**src/shared/host_port_consts.vh**
```
// What this block does
// - Reset pin clears both DAC registers to zero regardless of conversion clock.
// - Reset pin also returns the conversion-complete flag high.
// - Conversion-complete flag goes low once a conversion result is latched.
// - Flag returns high on rising edge of device select or read strobe.
// - Low pulse on reset pin forces flag high even without a read.
// - Selector low writes first DAC register, high writes second on dual parts.
// - A DAC write needs select active with the write strobe and valid selector.
// - Bus data is captured into the addressed register on write strobe rising edge.
// - Data bus is eight bits, line 7 most significant, line 0 least.
// - Conversion timed by external clock when chosen, else internal oscillator.
// - Binary coding for single supply, twos complement for negative supply, both ways.
// - Host asserts read strobe with select to get the result on the bus.
// - Bus strobes act only while device select is asserted, except a read strobe rising edge, which clears the flag without select.
`ifndef HOST_PORT_CONSTS_VH
`define HOST_PORT_CONSTS_VH

`define OFS_CTRL       8'h00
`define OFS_OSC_DIV    8'h04
`define OFS_STATUS     8'h08
`define OFS_FIRST_DAC  8'h0C
`define OFS_SECOND_DAC 8'h10
`define OFS_ADC_RESULT 8'h14

`define CTRL_TWOS_BIT  0
`define CTRL_EXTCLK_BIT 1
`define CTRL_RST       2'h0
`define OSC_DIV_RST    16'h0064
`define DAC_RST        8'h00

`define STAT_DONE_BIT  0
`define STAT_BUSY_BIT  1

`define CONV_TICKS     4'h8

`define RESP_OKAY      2'h0
`define RESP_SLVERR    2'h2

`endif

```
**src/hw/host_port.v**
```verilog
// The AXI4-Lite interface to the registers and the register offsets were chosen for this implementation.
`timescale 1ns/1ps
`include "host_port_consts.vh"

module host_port #(
  parameter DUAL_DAC = 1
) (
  // System clock and synchronous reset.
  input  wire        CLK_I,
  input  wire        RST_N_I,
  // Device pins from the host side.
  input  wire        DEV_RST_N_I,
  input  wire        CS_N_I,
  input  wire        RD_N_I,
  input  wire        WR_N_I,
  input  wire        DAC_SEL_I,
  input  wire        START_N_I,
  input  wire        EXT_CLK_I,
  input  wire [7:0]  DATA_I,
  output reg  [7:0]  DATA_O,
  output reg         DATA_OE_O,
  output reg         CONV_DONE_N_O,
  output reg         BUSY_N_O,
  // Converter core on the same clock.
  input  wire [7:0]  ADC_CODE_I,
  output reg  [7:0]  FIRST_DAC_O,
  output reg  [7:0]  SECOND_DAC_O,
  // AXI4-Lite write channels.
  input  wire [7:0]  AWADDR_I,
  input  wire        AWVALID_I,
  output reg         AWREADY_O,
  input  wire [31:0] WDATA_I,
  input  wire [3:0]  WSTRB_I,
  input  wire        WVALID_I,
  output reg         WREADY_O,
  output reg  [1:0]  BRESP_O,
  output reg         BVALID_O,
  input  wire        BREADY_I,
  // AXI4-Lite read channels.
  input  wire [7:0]  ARADDR_I,
  input  wire        ARVALID_I,
  output reg         ARREADY_O,
  output reg  [31:0] RDATA_O,
  output reg  [1:0]  RRESP_O,
  output reg         RVALID_O,
  input  wire        RREADY_I
);

  // Pin synchronisers; logic reads stage two and its one-cycle delayed copy.
  reg  [14:0] pin_s1_r;
  reg  [14:0] pin_s2_r;
  reg  [14:0] pin_d_r;

  wire [14:0] pins = {EXT_CLK_I, START_N_I, DAC_SEL_I, WR_N_I,
                      RD_N_I, CS_N_I, DEV_RST_N_I, DATA_I};

  always @(posedge CLK_I) begin
    if (!RST_N_I) begin
      pin_s1_r <= 15'h3F00;
      pin_s2_r <= 15'h3F00;
      pin_d_r  <= 15'h3F00;
    end else begin
      pin_s1_r <= pins;
      pin_s2_r <= pin_s1_r;
      pin_d_r  <= pin_s2_r;
    end
  end

  wire [7:0] bus_data  = pin_s2_r[7:0];
  wire       dev_rst   = ~pin_s2_r[8];
  wire       cs_n      = pin_s2_r[9];
  wire       rd_n      = pin_s2_r[10];
  wire       wr_n      = pin_s2_r[11];
  wire       dac_sel   = pin_s2_r[12];
  wire       start_n   = pin_s2_r[13];
  wire       ext_clk   = pin_s2_r[14];

  wire       cs_rise   = cs_n & ~pin_d_r[9];
  wire       rd_rise   = rd_n & ~pin_d_r[10];
  wire       wr_rise   = wr_n & ~pin_d_r[11];
  wire       wr_sel_d  = ~pin_d_r[9];
  wire       st_fall   = ~start_n & pin_d_r[13];
  wire       ck_fall   = ~ext_clk & pin_d_r[14];
  wire       rdsel     = ~cs_n & ~rd_n;
  wire       rdsel_d   = ~pin_d_r[9] & ~pin_d_r[10];

  // Control registers.
  reg  [1:0]  ctrl_r;
  reg  [15:0] osc_div_r;
  wire        twos = ctrl_r[`CTRL_TWOS_BIT];
  wire        extclk = ctrl_r[`CTRL_EXTCLK_BIT];

  // Format conversion: flipping the sign bit maps twos complement
  // onto the offset binary code that the converter core uses.
  function [7:0] fmt;
    input [7:0] code;
    input       tc;
    begin
      fmt = {code[7] ^ tc, code[6:0]};
    end
  endfunction

  // Host DAC writes.
  reg  [7:0] first_out_reg_r;
  reg  [7:0] second_out_reg_r;

  always @(posedge CLK_I) begin
    if (!RST_N_I || dev_rst) begin
      first_out_reg_r  <= `DAC_RST;
      second_out_reg_r <= `DAC_RST;
    end else if (wr_rise && wr_sel_d) begin
      if (DUAL_DAC != 0 && dac_sel) begin
        second_out_reg_r <= bus_data;
      end else begin
        first_out_reg_r <= bus_data;
      end
    end
  end

  always @(posedge CLK_I) begin
    if (!RST_N_I) begin
      FIRST_DAC_O  <= `DAC_RST;
      SECOND_DAC_O <= `DAC_RST;
    end else begin
      FIRST_DAC_O  <= fmt(first_out_reg_r, twos);
      SECOND_DAC_O <= fmt(second_out_reg_r, twos);
    end
  end

  // Conversion clock tick from the pin or the internal oscillator.
  reg  [15:0] osc_cnt_r;
  reg         osc_tick_r;

  always @(posedge CLK_I) begin
    if (!RST_N_I) begin
      osc_cnt_r  <= 16'h0000;
      osc_tick_r <= 1'b0;
    end else if (osc_cnt_r >= osc_div_r) begin
      osc_cnt_r  <= 16'h0000;
      osc_tick_r <= 1'b1;
    end else begin
      osc_cnt_r  <= osc_cnt_r + 16'h0001;
      osc_tick_r <= 1'b0;
    end
  end

  wire conv_tick = extclk ? ck_fall : osc_tick_r;

  // Conversion sequencer.
  localparam ST_IDLE = 1'b0;
  localparam ST_CONV = 1'b1;

  reg        state_r;
  reg  [3:0] tick_cnt_r;
  reg  [7:0] result_r;
  wire       start_req = st_fall | (rdsel & ~rdsel_d);
  wire       conv_end  = (state_r == ST_CONV) && conv_tick &&
                         (tick_cnt_r == `CONV_TICKS - 4'h1);

  // The reset pin leaves a running conversion alone on purpose.
  always @(posedge CLK_I) begin
    if (!RST_N_I) begin
      state_r    <= ST_IDLE;
      tick_cnt_r <= 4'h0;
      result_r   <= 8'h00;
      BUSY_N_O   <= 1'b1;
    end else begin
      case (state_r)
        ST_IDLE: begin
          if (start_req) begin
            state_r    <= ST_CONV;
            tick_cnt_r <= 4'h0;
            BUSY_N_O   <= 1'b0;
          end
        end
        ST_CONV: begin
          if (conv_end) begin
            state_r  <= ST_IDLE;
            result_r <= ADC_CODE_I;
            BUSY_N_O <= 1'b1;
          end else if (conv_tick) begin
            tick_cnt_r <= tick_cnt_r + 4'h1;
          end
        end
        default: begin
          state_r  <= ST_IDLE;
          BUSY_N_O <= 1'b1;
        end
      endcase
    end
  end

  // Completion flag; a finishing conversion beats a clear in the same cycle.
  always @(posedge CLK_I) begin
    if (!RST_N_I) begin
      CONV_DONE_N_O <= 1'b1;
    end else if (conv_end) begin
      CONV_DONE_N_O <= 1'b0;
    end else if (dev_rst) begin
      CONV_DONE_N_O <= 1'b1;
    end else if (cs_rise || rd_rise) begin
      CONV_DONE_N_O <= 1'b1;
    end
  end

  // Result drive onto the data bus.
  always @(posedge CLK_I) begin
    if (!RST_N_I) begin
      DATA_O    <= 8'h00;
      DATA_OE_O <= 1'b0;
    end else begin
      DATA_O    <= fmt(result_r, twos);
      DATA_OE_O <= rdsel;
    end
  end

  // AXI4-Lite write path.
  reg  [7:0]  awaddr_r;
  reg  [31:0] wdata_r;
  reg  [3:0]  wstrb_r;
  reg         aw_got_r;
  reg         w_got_r;
  wire        wr_commit = aw_got_r & w_got_r & ~BVALID_O;
  wire        wr_ctrl   = wr_commit && awaddr_r == `OFS_CTRL;
  wire        wr_osc    = wr_commit && awaddr_r == `OFS_OSC_DIV;

  always @(posedge CLK_I) begin
    if (!RST_N_I) begin
      awaddr_r  <= 8'h00;
      wdata_r   <= 32'h00000000;
      wstrb_r   <= 4'h0;
      aw_got_r  <= 1'b0;
      w_got_r   <= 1'b0;
      AWREADY_O <= 1'b1;
      WREADY_O  <= 1'b1;
      BVALID_O  <= 1'b0;
      BRESP_O   <= `RESP_OKAY;
    end else begin
      if (AWREADY_O && AWVALID_I) begin
        awaddr_r  <= AWADDR_I;
        aw_got_r  <= 1'b1;
        AWREADY_O <= 1'b0;
      end
      if (WREADY_O && WVALID_I) begin
        wdata_r  <= WDATA_I;
        wstrb_r  <= WSTRB_I;
        w_got_r  <= 1'b1;
        WREADY_O <= 1'b0;
      end
      if (wr_commit) begin
        aw_got_r <= 1'b0;
        w_got_r  <= 1'b0;
        BVALID_O <= 1'b1;
        BRESP_O  <= (wr_ctrl || wr_osc) ? `RESP_OKAY : `RESP_SLVERR;
      end
      if (BVALID_O && BREADY_I) begin
        BVALID_O  <= 1'b0;
        AWREADY_O <= 1'b1;
        WREADY_O  <= 1'b1;
      end
    end
  end

  always @(posedge CLK_I) begin
    if (!RST_N_I) begin
      ctrl_r    <= `CTRL_RST;
      osc_div_r <= `OSC_DIV_RST;
    end else begin
      if (wr_ctrl && wstrb_r[0]) begin
        ctrl_r <= wdata_r[1:0];
      end
      if (wr_osc && wstrb_r[0]) begin
        osc_div_r[7:0] <= wdata_r[7:0];
      end
      if (wr_osc && wstrb_r[1]) begin
        osc_div_r[15:8] <= wdata_r[15:8];
      end
    end
  end

  // AXI4-Lite read path.
  function [32:0] rd_decode;
    input [7:0] addr;
    begin
      case (addr)
        `OFS_CTRL:       rd_decode = {1'b0, 30'h0, ctrl_r};
        `OFS_OSC_DIV:    rd_decode = {1'b0, 16'h0, osc_div_r};
        `OFS_STATUS:     rd_decode = {1'b0, 30'h0, ~BUSY_N_O,
                                      ~CONV_DONE_N_O};
        `OFS_FIRST_DAC:  rd_decode = {1'b0, 24'h0, first_out_reg_r};
        `OFS_SECOND_DAC: rd_decode = {1'b0, 24'h0, second_out_reg_r};
        `OFS_ADC_RESULT: rd_decode = {1'b0, 24'h0, fmt(result_r, twos)};
        default:         rd_decode = {1'b1, 32'h00000000};
      endcase
    end
  endfunction

  wire [32:0] rd_word = rd_decode(ARADDR_I);

  always @(posedge CLK_I) begin
    if (!RST_N_I) begin
      ARREADY_O <= 1'b1;
      RVALID_O  <= 1'b0;
      RDATA_O   <= 32'h00000000;
      RRESP_O   <= `RESP_OKAY;
    end else begin
      if (ARREADY_O && ARVALID_I) begin
        ARREADY_O <= 1'b0;
        RVALID_O  <= 1'b1;
        RDATA_O   <= rd_word[31:0];
        RRESP_O   <= rd_word[32] ? `RESP_SLVERR : `RESP_OKAY;
      end
      if (RVALID_O && RREADY_I) begin
        RVALID_O  <= 1'b0;
        ARREADY_O <= 1'b1;
      end
    end
  end

endmodule

```
**config.mk**
```make
export PLATFORM = sky130hd
export DESIGN_NAME = host_port
export DESIGN_NICKNAME = d
export VERILOG_FILES = /design/src/hw/host_port.v
export VERILOG_INCLUDE_DIRS = /design/src /design/src/shared
export SDC_FILE = /design/constraint.sdc
export NUM_CORES = 1
export LEC_CHECK = 0
export ABC_AREA = 1
export BUFFER_PORTS_ARGS = -buffer_cell sky130_fd_sc_hd__buf_2
export CAP_MARGIN = 10
export CORE_ASPECT_RATIO = 0.7
export CORE_MARGIN = 8
export CORE_UTILIZATION = 30
export CTS_CLUSTER_SIZE = 12
export DETAILED_ROUTE_END_ITERATION = 10
export GPL_ROUTABILITY_DRIVEN = 1
export SYNTH_ARGS = -nofsm -noshare
export SYNTH_HDL_FRONTEND = slang
export SYNTH_SLANG_ARGS = --single-unit
```
**constraint.sdc**
```tcl
create_clock -name CLK_I -period 2.8 [get_ports CLK_I]
set_input_delay 0.28 -clock CLK_I [delete_from_list [all_inputs] [get_ports CLK_I]]
set_output_delay 0.28 -clock CLK_I [all_outputs]
set_load 0.02 [all_outputs]
```
==> summary.md <==
On the worst path, the slowest cell contributes a delay of 0.37 ns. The average detailed-routed wire length per instance came out at 13.4 um. Total buffers and inverters traversed by the critical path: 1. At the worst endpoint, the arrival time is 2.22 ns.

At the worst endpoint, the required time is 3.15 ns. The portion of the post-synthesis area used by sequential elements is 0.510. The share of total power in combinational logic came out at 0.062. The Yosys step of the flow raised 0 warnings. Cell internal power was estimated by the tool at 4190 uW. The first routing iteration left 419 violations. The run gives 17.5 mm as the final routed wirelength across all metal layers. Area inside the core boundary: 22700 um^2. The logs give 0.369 for the final standard cell utilization of the core and 0 for the count of hold buffers inserted by post-cts repair. The number of synthesized register bits was 177. Clock root buffer: sky130_fd_sc_hd__clkbuf_16. The post-CTS setup repair buffer count is 0, and the number of instances in the synthesized netlist is 879. The weighted congestion at the end of routability-driven global placement was 0.796; the final net count was 1085.

For the relative slew slack, the log shows 0.253. The via count of the first global-routing pass was 5334; the tightest hold margin was 0.0356 ns. The worst path in the final design needs a cycle of 1.88 ns, including I/O delays and setup.

Type of the most critical hold path: in2reg. During placement, the flow inserted port buffers numbering 113. In this run, CTS created clock tree buffers numbering 17. The worst-case clock buffer depth came out at 2. The cell count after placement came out at 1278. The die is 143 um tall. The initial standard-cell utilization of the core is 0.307, and the remaining antenna violation count after routing is 0. The run finished with clean final reports.

Leaving out fill and tap cells, the most frequent cells in the layout are 177 x sky130_fd_sc_hd__dfxtp_1, 155 x sky130_fd_sc_hd__nand2_1, 113 x sky130_fd_sc_hd__buf_2, 111 x sky130_fd_sc_hd__inv_1, 101 x sky130_fd_sc_hd__nor2_1. Among all stages on the critical path, the largest delay is contributed by sky130_fd_sc_hd__dfxtp_1. Number of flops mapped to enable cells by yosys: 0. STA classifies the critical path startpoint as a flop.

The proportion of synthesized flip-flops having asynchronous set or reset is 0, and the maximum fanout along the worst path is 16. The tools report the count of vias placed by the detailed router as 5593. The library cell used most frequently in the layout, excluding fill and tap cells, is sky130_fd_sc_hd__dfxtp_1. The run gives 13.1 mm as the half-perimeter wire length after placement. In this run the power density over the cells is 658 nW/um^2. Excluding fillers, the count of instances in the completed layout stands at 1311. For this run the aggregate overflow at the end of global routing stands at 0. Entering global routing, the biggest net connects 112 pins.

The floorplan step defined a die boundary enclosing 28400 um^2. The clock-pin slew reported for the worst setup and hold paths after clock tree synthesis came out at 0.07 ns. Once the clock tree was built, the resizer swapped 0 gates to a different size.

The H-tree depth is 4, and the clock network power share is 0.457. For the total net switching power, the log shows 1310 uW. The sequential cell fraction of total power was 0.481.

Summed over all failing endpoints, the final setup total negative slack is 0 ns. The pin slew with the least headroom to its limit came out at 1.12 ns. Top cell family by delay on the critical path: simple AND/OR/NAND/NOR gates.

For the post-synthesis instance area, the log shows 6950 um^2. In this run the most critical hold path is launched from EXT_CLK_I. The worst register-to-register path begins at osc_div_r[11]$_SDFFE_PN0P_. In the synthesized netlist the dominant register cell turns out to be sky130_fd_sc_hd__dfxtp_1. The critical path goes through inv_1 > ha_1 > a21oi_1 > o21ai_0 > a21oi_1 > nand3_2 > nor2_1. Counting distinct cell types in the post-synthesis netlist gives 35.

The first-pass iteration count of the detailed router is 5, and the number of antenna violations at the first check in global routing is 0. At the later pin of the worst-skew pair, clock insertion delay measures 0.43 ns. Dividing the detail-routed via count by the number of cells gives 4.27.

The total count of max-transition violations in the final report is 0, and the share of post-route cells with drive strength above 1 is 0.182. The all-layer global routing usage is 0.126. Endpoint type of the worst setup path: a flop.

Final count of hold timing violations: 0. Setup violations remaining at the end of the flow were counted as 0. The post-route fraction of the period consumed by the critical path was 0.670. The tool flagged a number of max-cap violations equal to 0. The run gives 0.00386 uW as the reported leakage power. TritonCTS built the clock tree. After detailed routing, the number of remaining DRC violations is 0. The relative area change from synthesis to final layout was 20.3%.

The most critical setup path has its startpoint at osc_div_r[11]$_SDFFE_PN0P_. Cell seen most often among critical-path stages: sky130_fd_sc_hd__a21oi_1. VDD sags by at most 0.000388 V.

For the count of fill cells added during filler insertion, the log shows 2416. The type of the worst setup path is reg2reg. The tools report the clock sink total as 177. Setup repair after global routing left no endpoint under its margin.

In this run the count of I/O pins placed on the die edge is 150. The average cell area after synthesis is 7.91 um^2, and the switching share of power is 0.239. The first-pass GRT wire length is 28.1 mm, and the achievable frequency is 533 MHz. The die boundary width was 198 um. After floorplanning, the core was divided into 46 placement rows.

Across the routed clock network, the largest skew measured is 0.0112 ns.
[power by group through the flow]
stage / Clock [uW] / Sequential [uW] / Combinational, uW
floorplan: 0 / 2720 / 226
global placement: 0 / 2700 / 340
detailed placement: 0 / 2710 / 343
CTS: 2570 / 2650 / 345
global route: 2700 / 2660 / 387
finish: 2510 / 2650 / 340
[Yosys cell counts (5+ instances only)]
master                       n  area (um^2)
sky130_fd_sc_hd__dfxtp_1   177         3540
sky130_fd_sc_hd__clkbuf_1   13         48.8
sky130_fd_sc_hd__inv_1     111          417
sky130_fd_sc_hd__ha_1       18          225
sky130_fd_sc_hd__buf_2       7         35.0
sky130_fd_sc_hd__nand3_1    47          235
sky130_fd_sc_hd__a21oi_1    79          395
sky130_fd_sc_hd__nor2_1    101          379
sky130_fd_sc_hd__xor2_1     12          105
sky130_fd_sc_hd__buf_4      21          158
sky130_fd_sc_hd__nand4_1    11         68.8
sky130_fd_sc_hd__o21ai_0    69          345
sky130_fd_sc_hd__nand2_1   155          582
sky130_fd_sc_hd__or2_2      14         87.6
sky130_fd_sc_hd__nand3_2     5         50.1
[per-layer routing]
metal | share of wire | global-route usage | vias to the layer above
met4 | 0.0097 | 0.0392 | 0
li1 | - | - | 2968
met1 | 0.54 | 0.186 | 2477
met5 | 0 | 0 | -
met3 | 0.054 | 0.0334 | 13
met2 | 0.40 | 0.172 | 135
[cells by family after synthesis]
group | after synthesis | share of synthesized area
buffers and inverters | 163 | 0.103
DFF | 177 | 0.510
and+or+nand+nor | 350 | 0.222
xor gates and xnor gates | 16 | 0.0202
AOI/OAI and AO/OA | 154 | 0.113
adders and majority gates | 18 | 0.0324
other | 1 | 0.000539
[stage by stage]
step / worst slack, ns / instance area [um^2] / total power [uW]
2_1_floorplan: 1.29 / 7020 / 2940
3_3_place_gp: 1.00 / 7730 / 3040
3_5_place_dp: 0.979 / 7730 / 3050
4_1_cts: 0.924 / 8360 / 5560
5_1_grt: 0.737 / 8360 / 5740
6_report: 0.925 / 8360 / 5500
[state kept, by name, indices dropped and copies added (netlist names), 2 cells and up]
register          count
RDATA_O              16
osc_cnt_r            16
FIRST_DAC_O           8
wstrb_r               2
second_out_reg_r      8
result_r              8
first_out_reg_r       8
awaddr_r              8
pin_s1_r             15
pin_s2_r             15
ctrl_r                2
DATA_O                8
pin_d_r               5
wdata_r              16
osc_div_r            16
SECOND_DAC_O          8
tick_cnt_r            4
[path summary, 6_finish.rpt]
check / end / slack [ns] / depth (start not counted)
setup / recovery: osc_cnt_r[8]$_SDFF_PP0_ / 0.92 / 7
setup reg to reg: osc_cnt_r[8]$_SDFF_PP0_ / 0.92 / 7
hold reg to reg: pin_s2_r[12]$_SDFF_PN1_ / 0.41 / 1
hold / removal: pin_s1_r[14]$_SDFF_PN0_ / 0.04 / 3
[worst reg2reg max path: stages, from the launching register on]
cell                      delay, ns
sky130_fd_sc_hd__dfxtp_1       0.37
sky130_fd_sc_hd__inv_1         0.07
sky130_fd_sc_hd__ha_1          0.31
sky130_fd_sc_hd__a21oi_1       0.14
sky130_fd_sc_hd__o21ai_0       0.11
sky130_fd_sc_hd__a21oi_1       0.27
sky130_fd_sc_hd__nand3_2       0.34
sky130_fd_sc_hd__nor2_1        0.20
[area by class of cell]
cell class | count | area [um^2] | share of cell area
multi-input combinational | 556 | 2760 | 0.330
inverter | 116 | 435 | 0.0521
clock buffer | 19 | 453 | 0.0542
sequential | 177 | 3540 | 0.424
tap | 312 | 390 | 0.0467
clock inverter | 13 | 171 | 0.0205
antenna | 1 | 2.50 | 0.000299
timing repair buffer | 117 | 608 | 0.0727
Power figures use the tool's default switching activity.
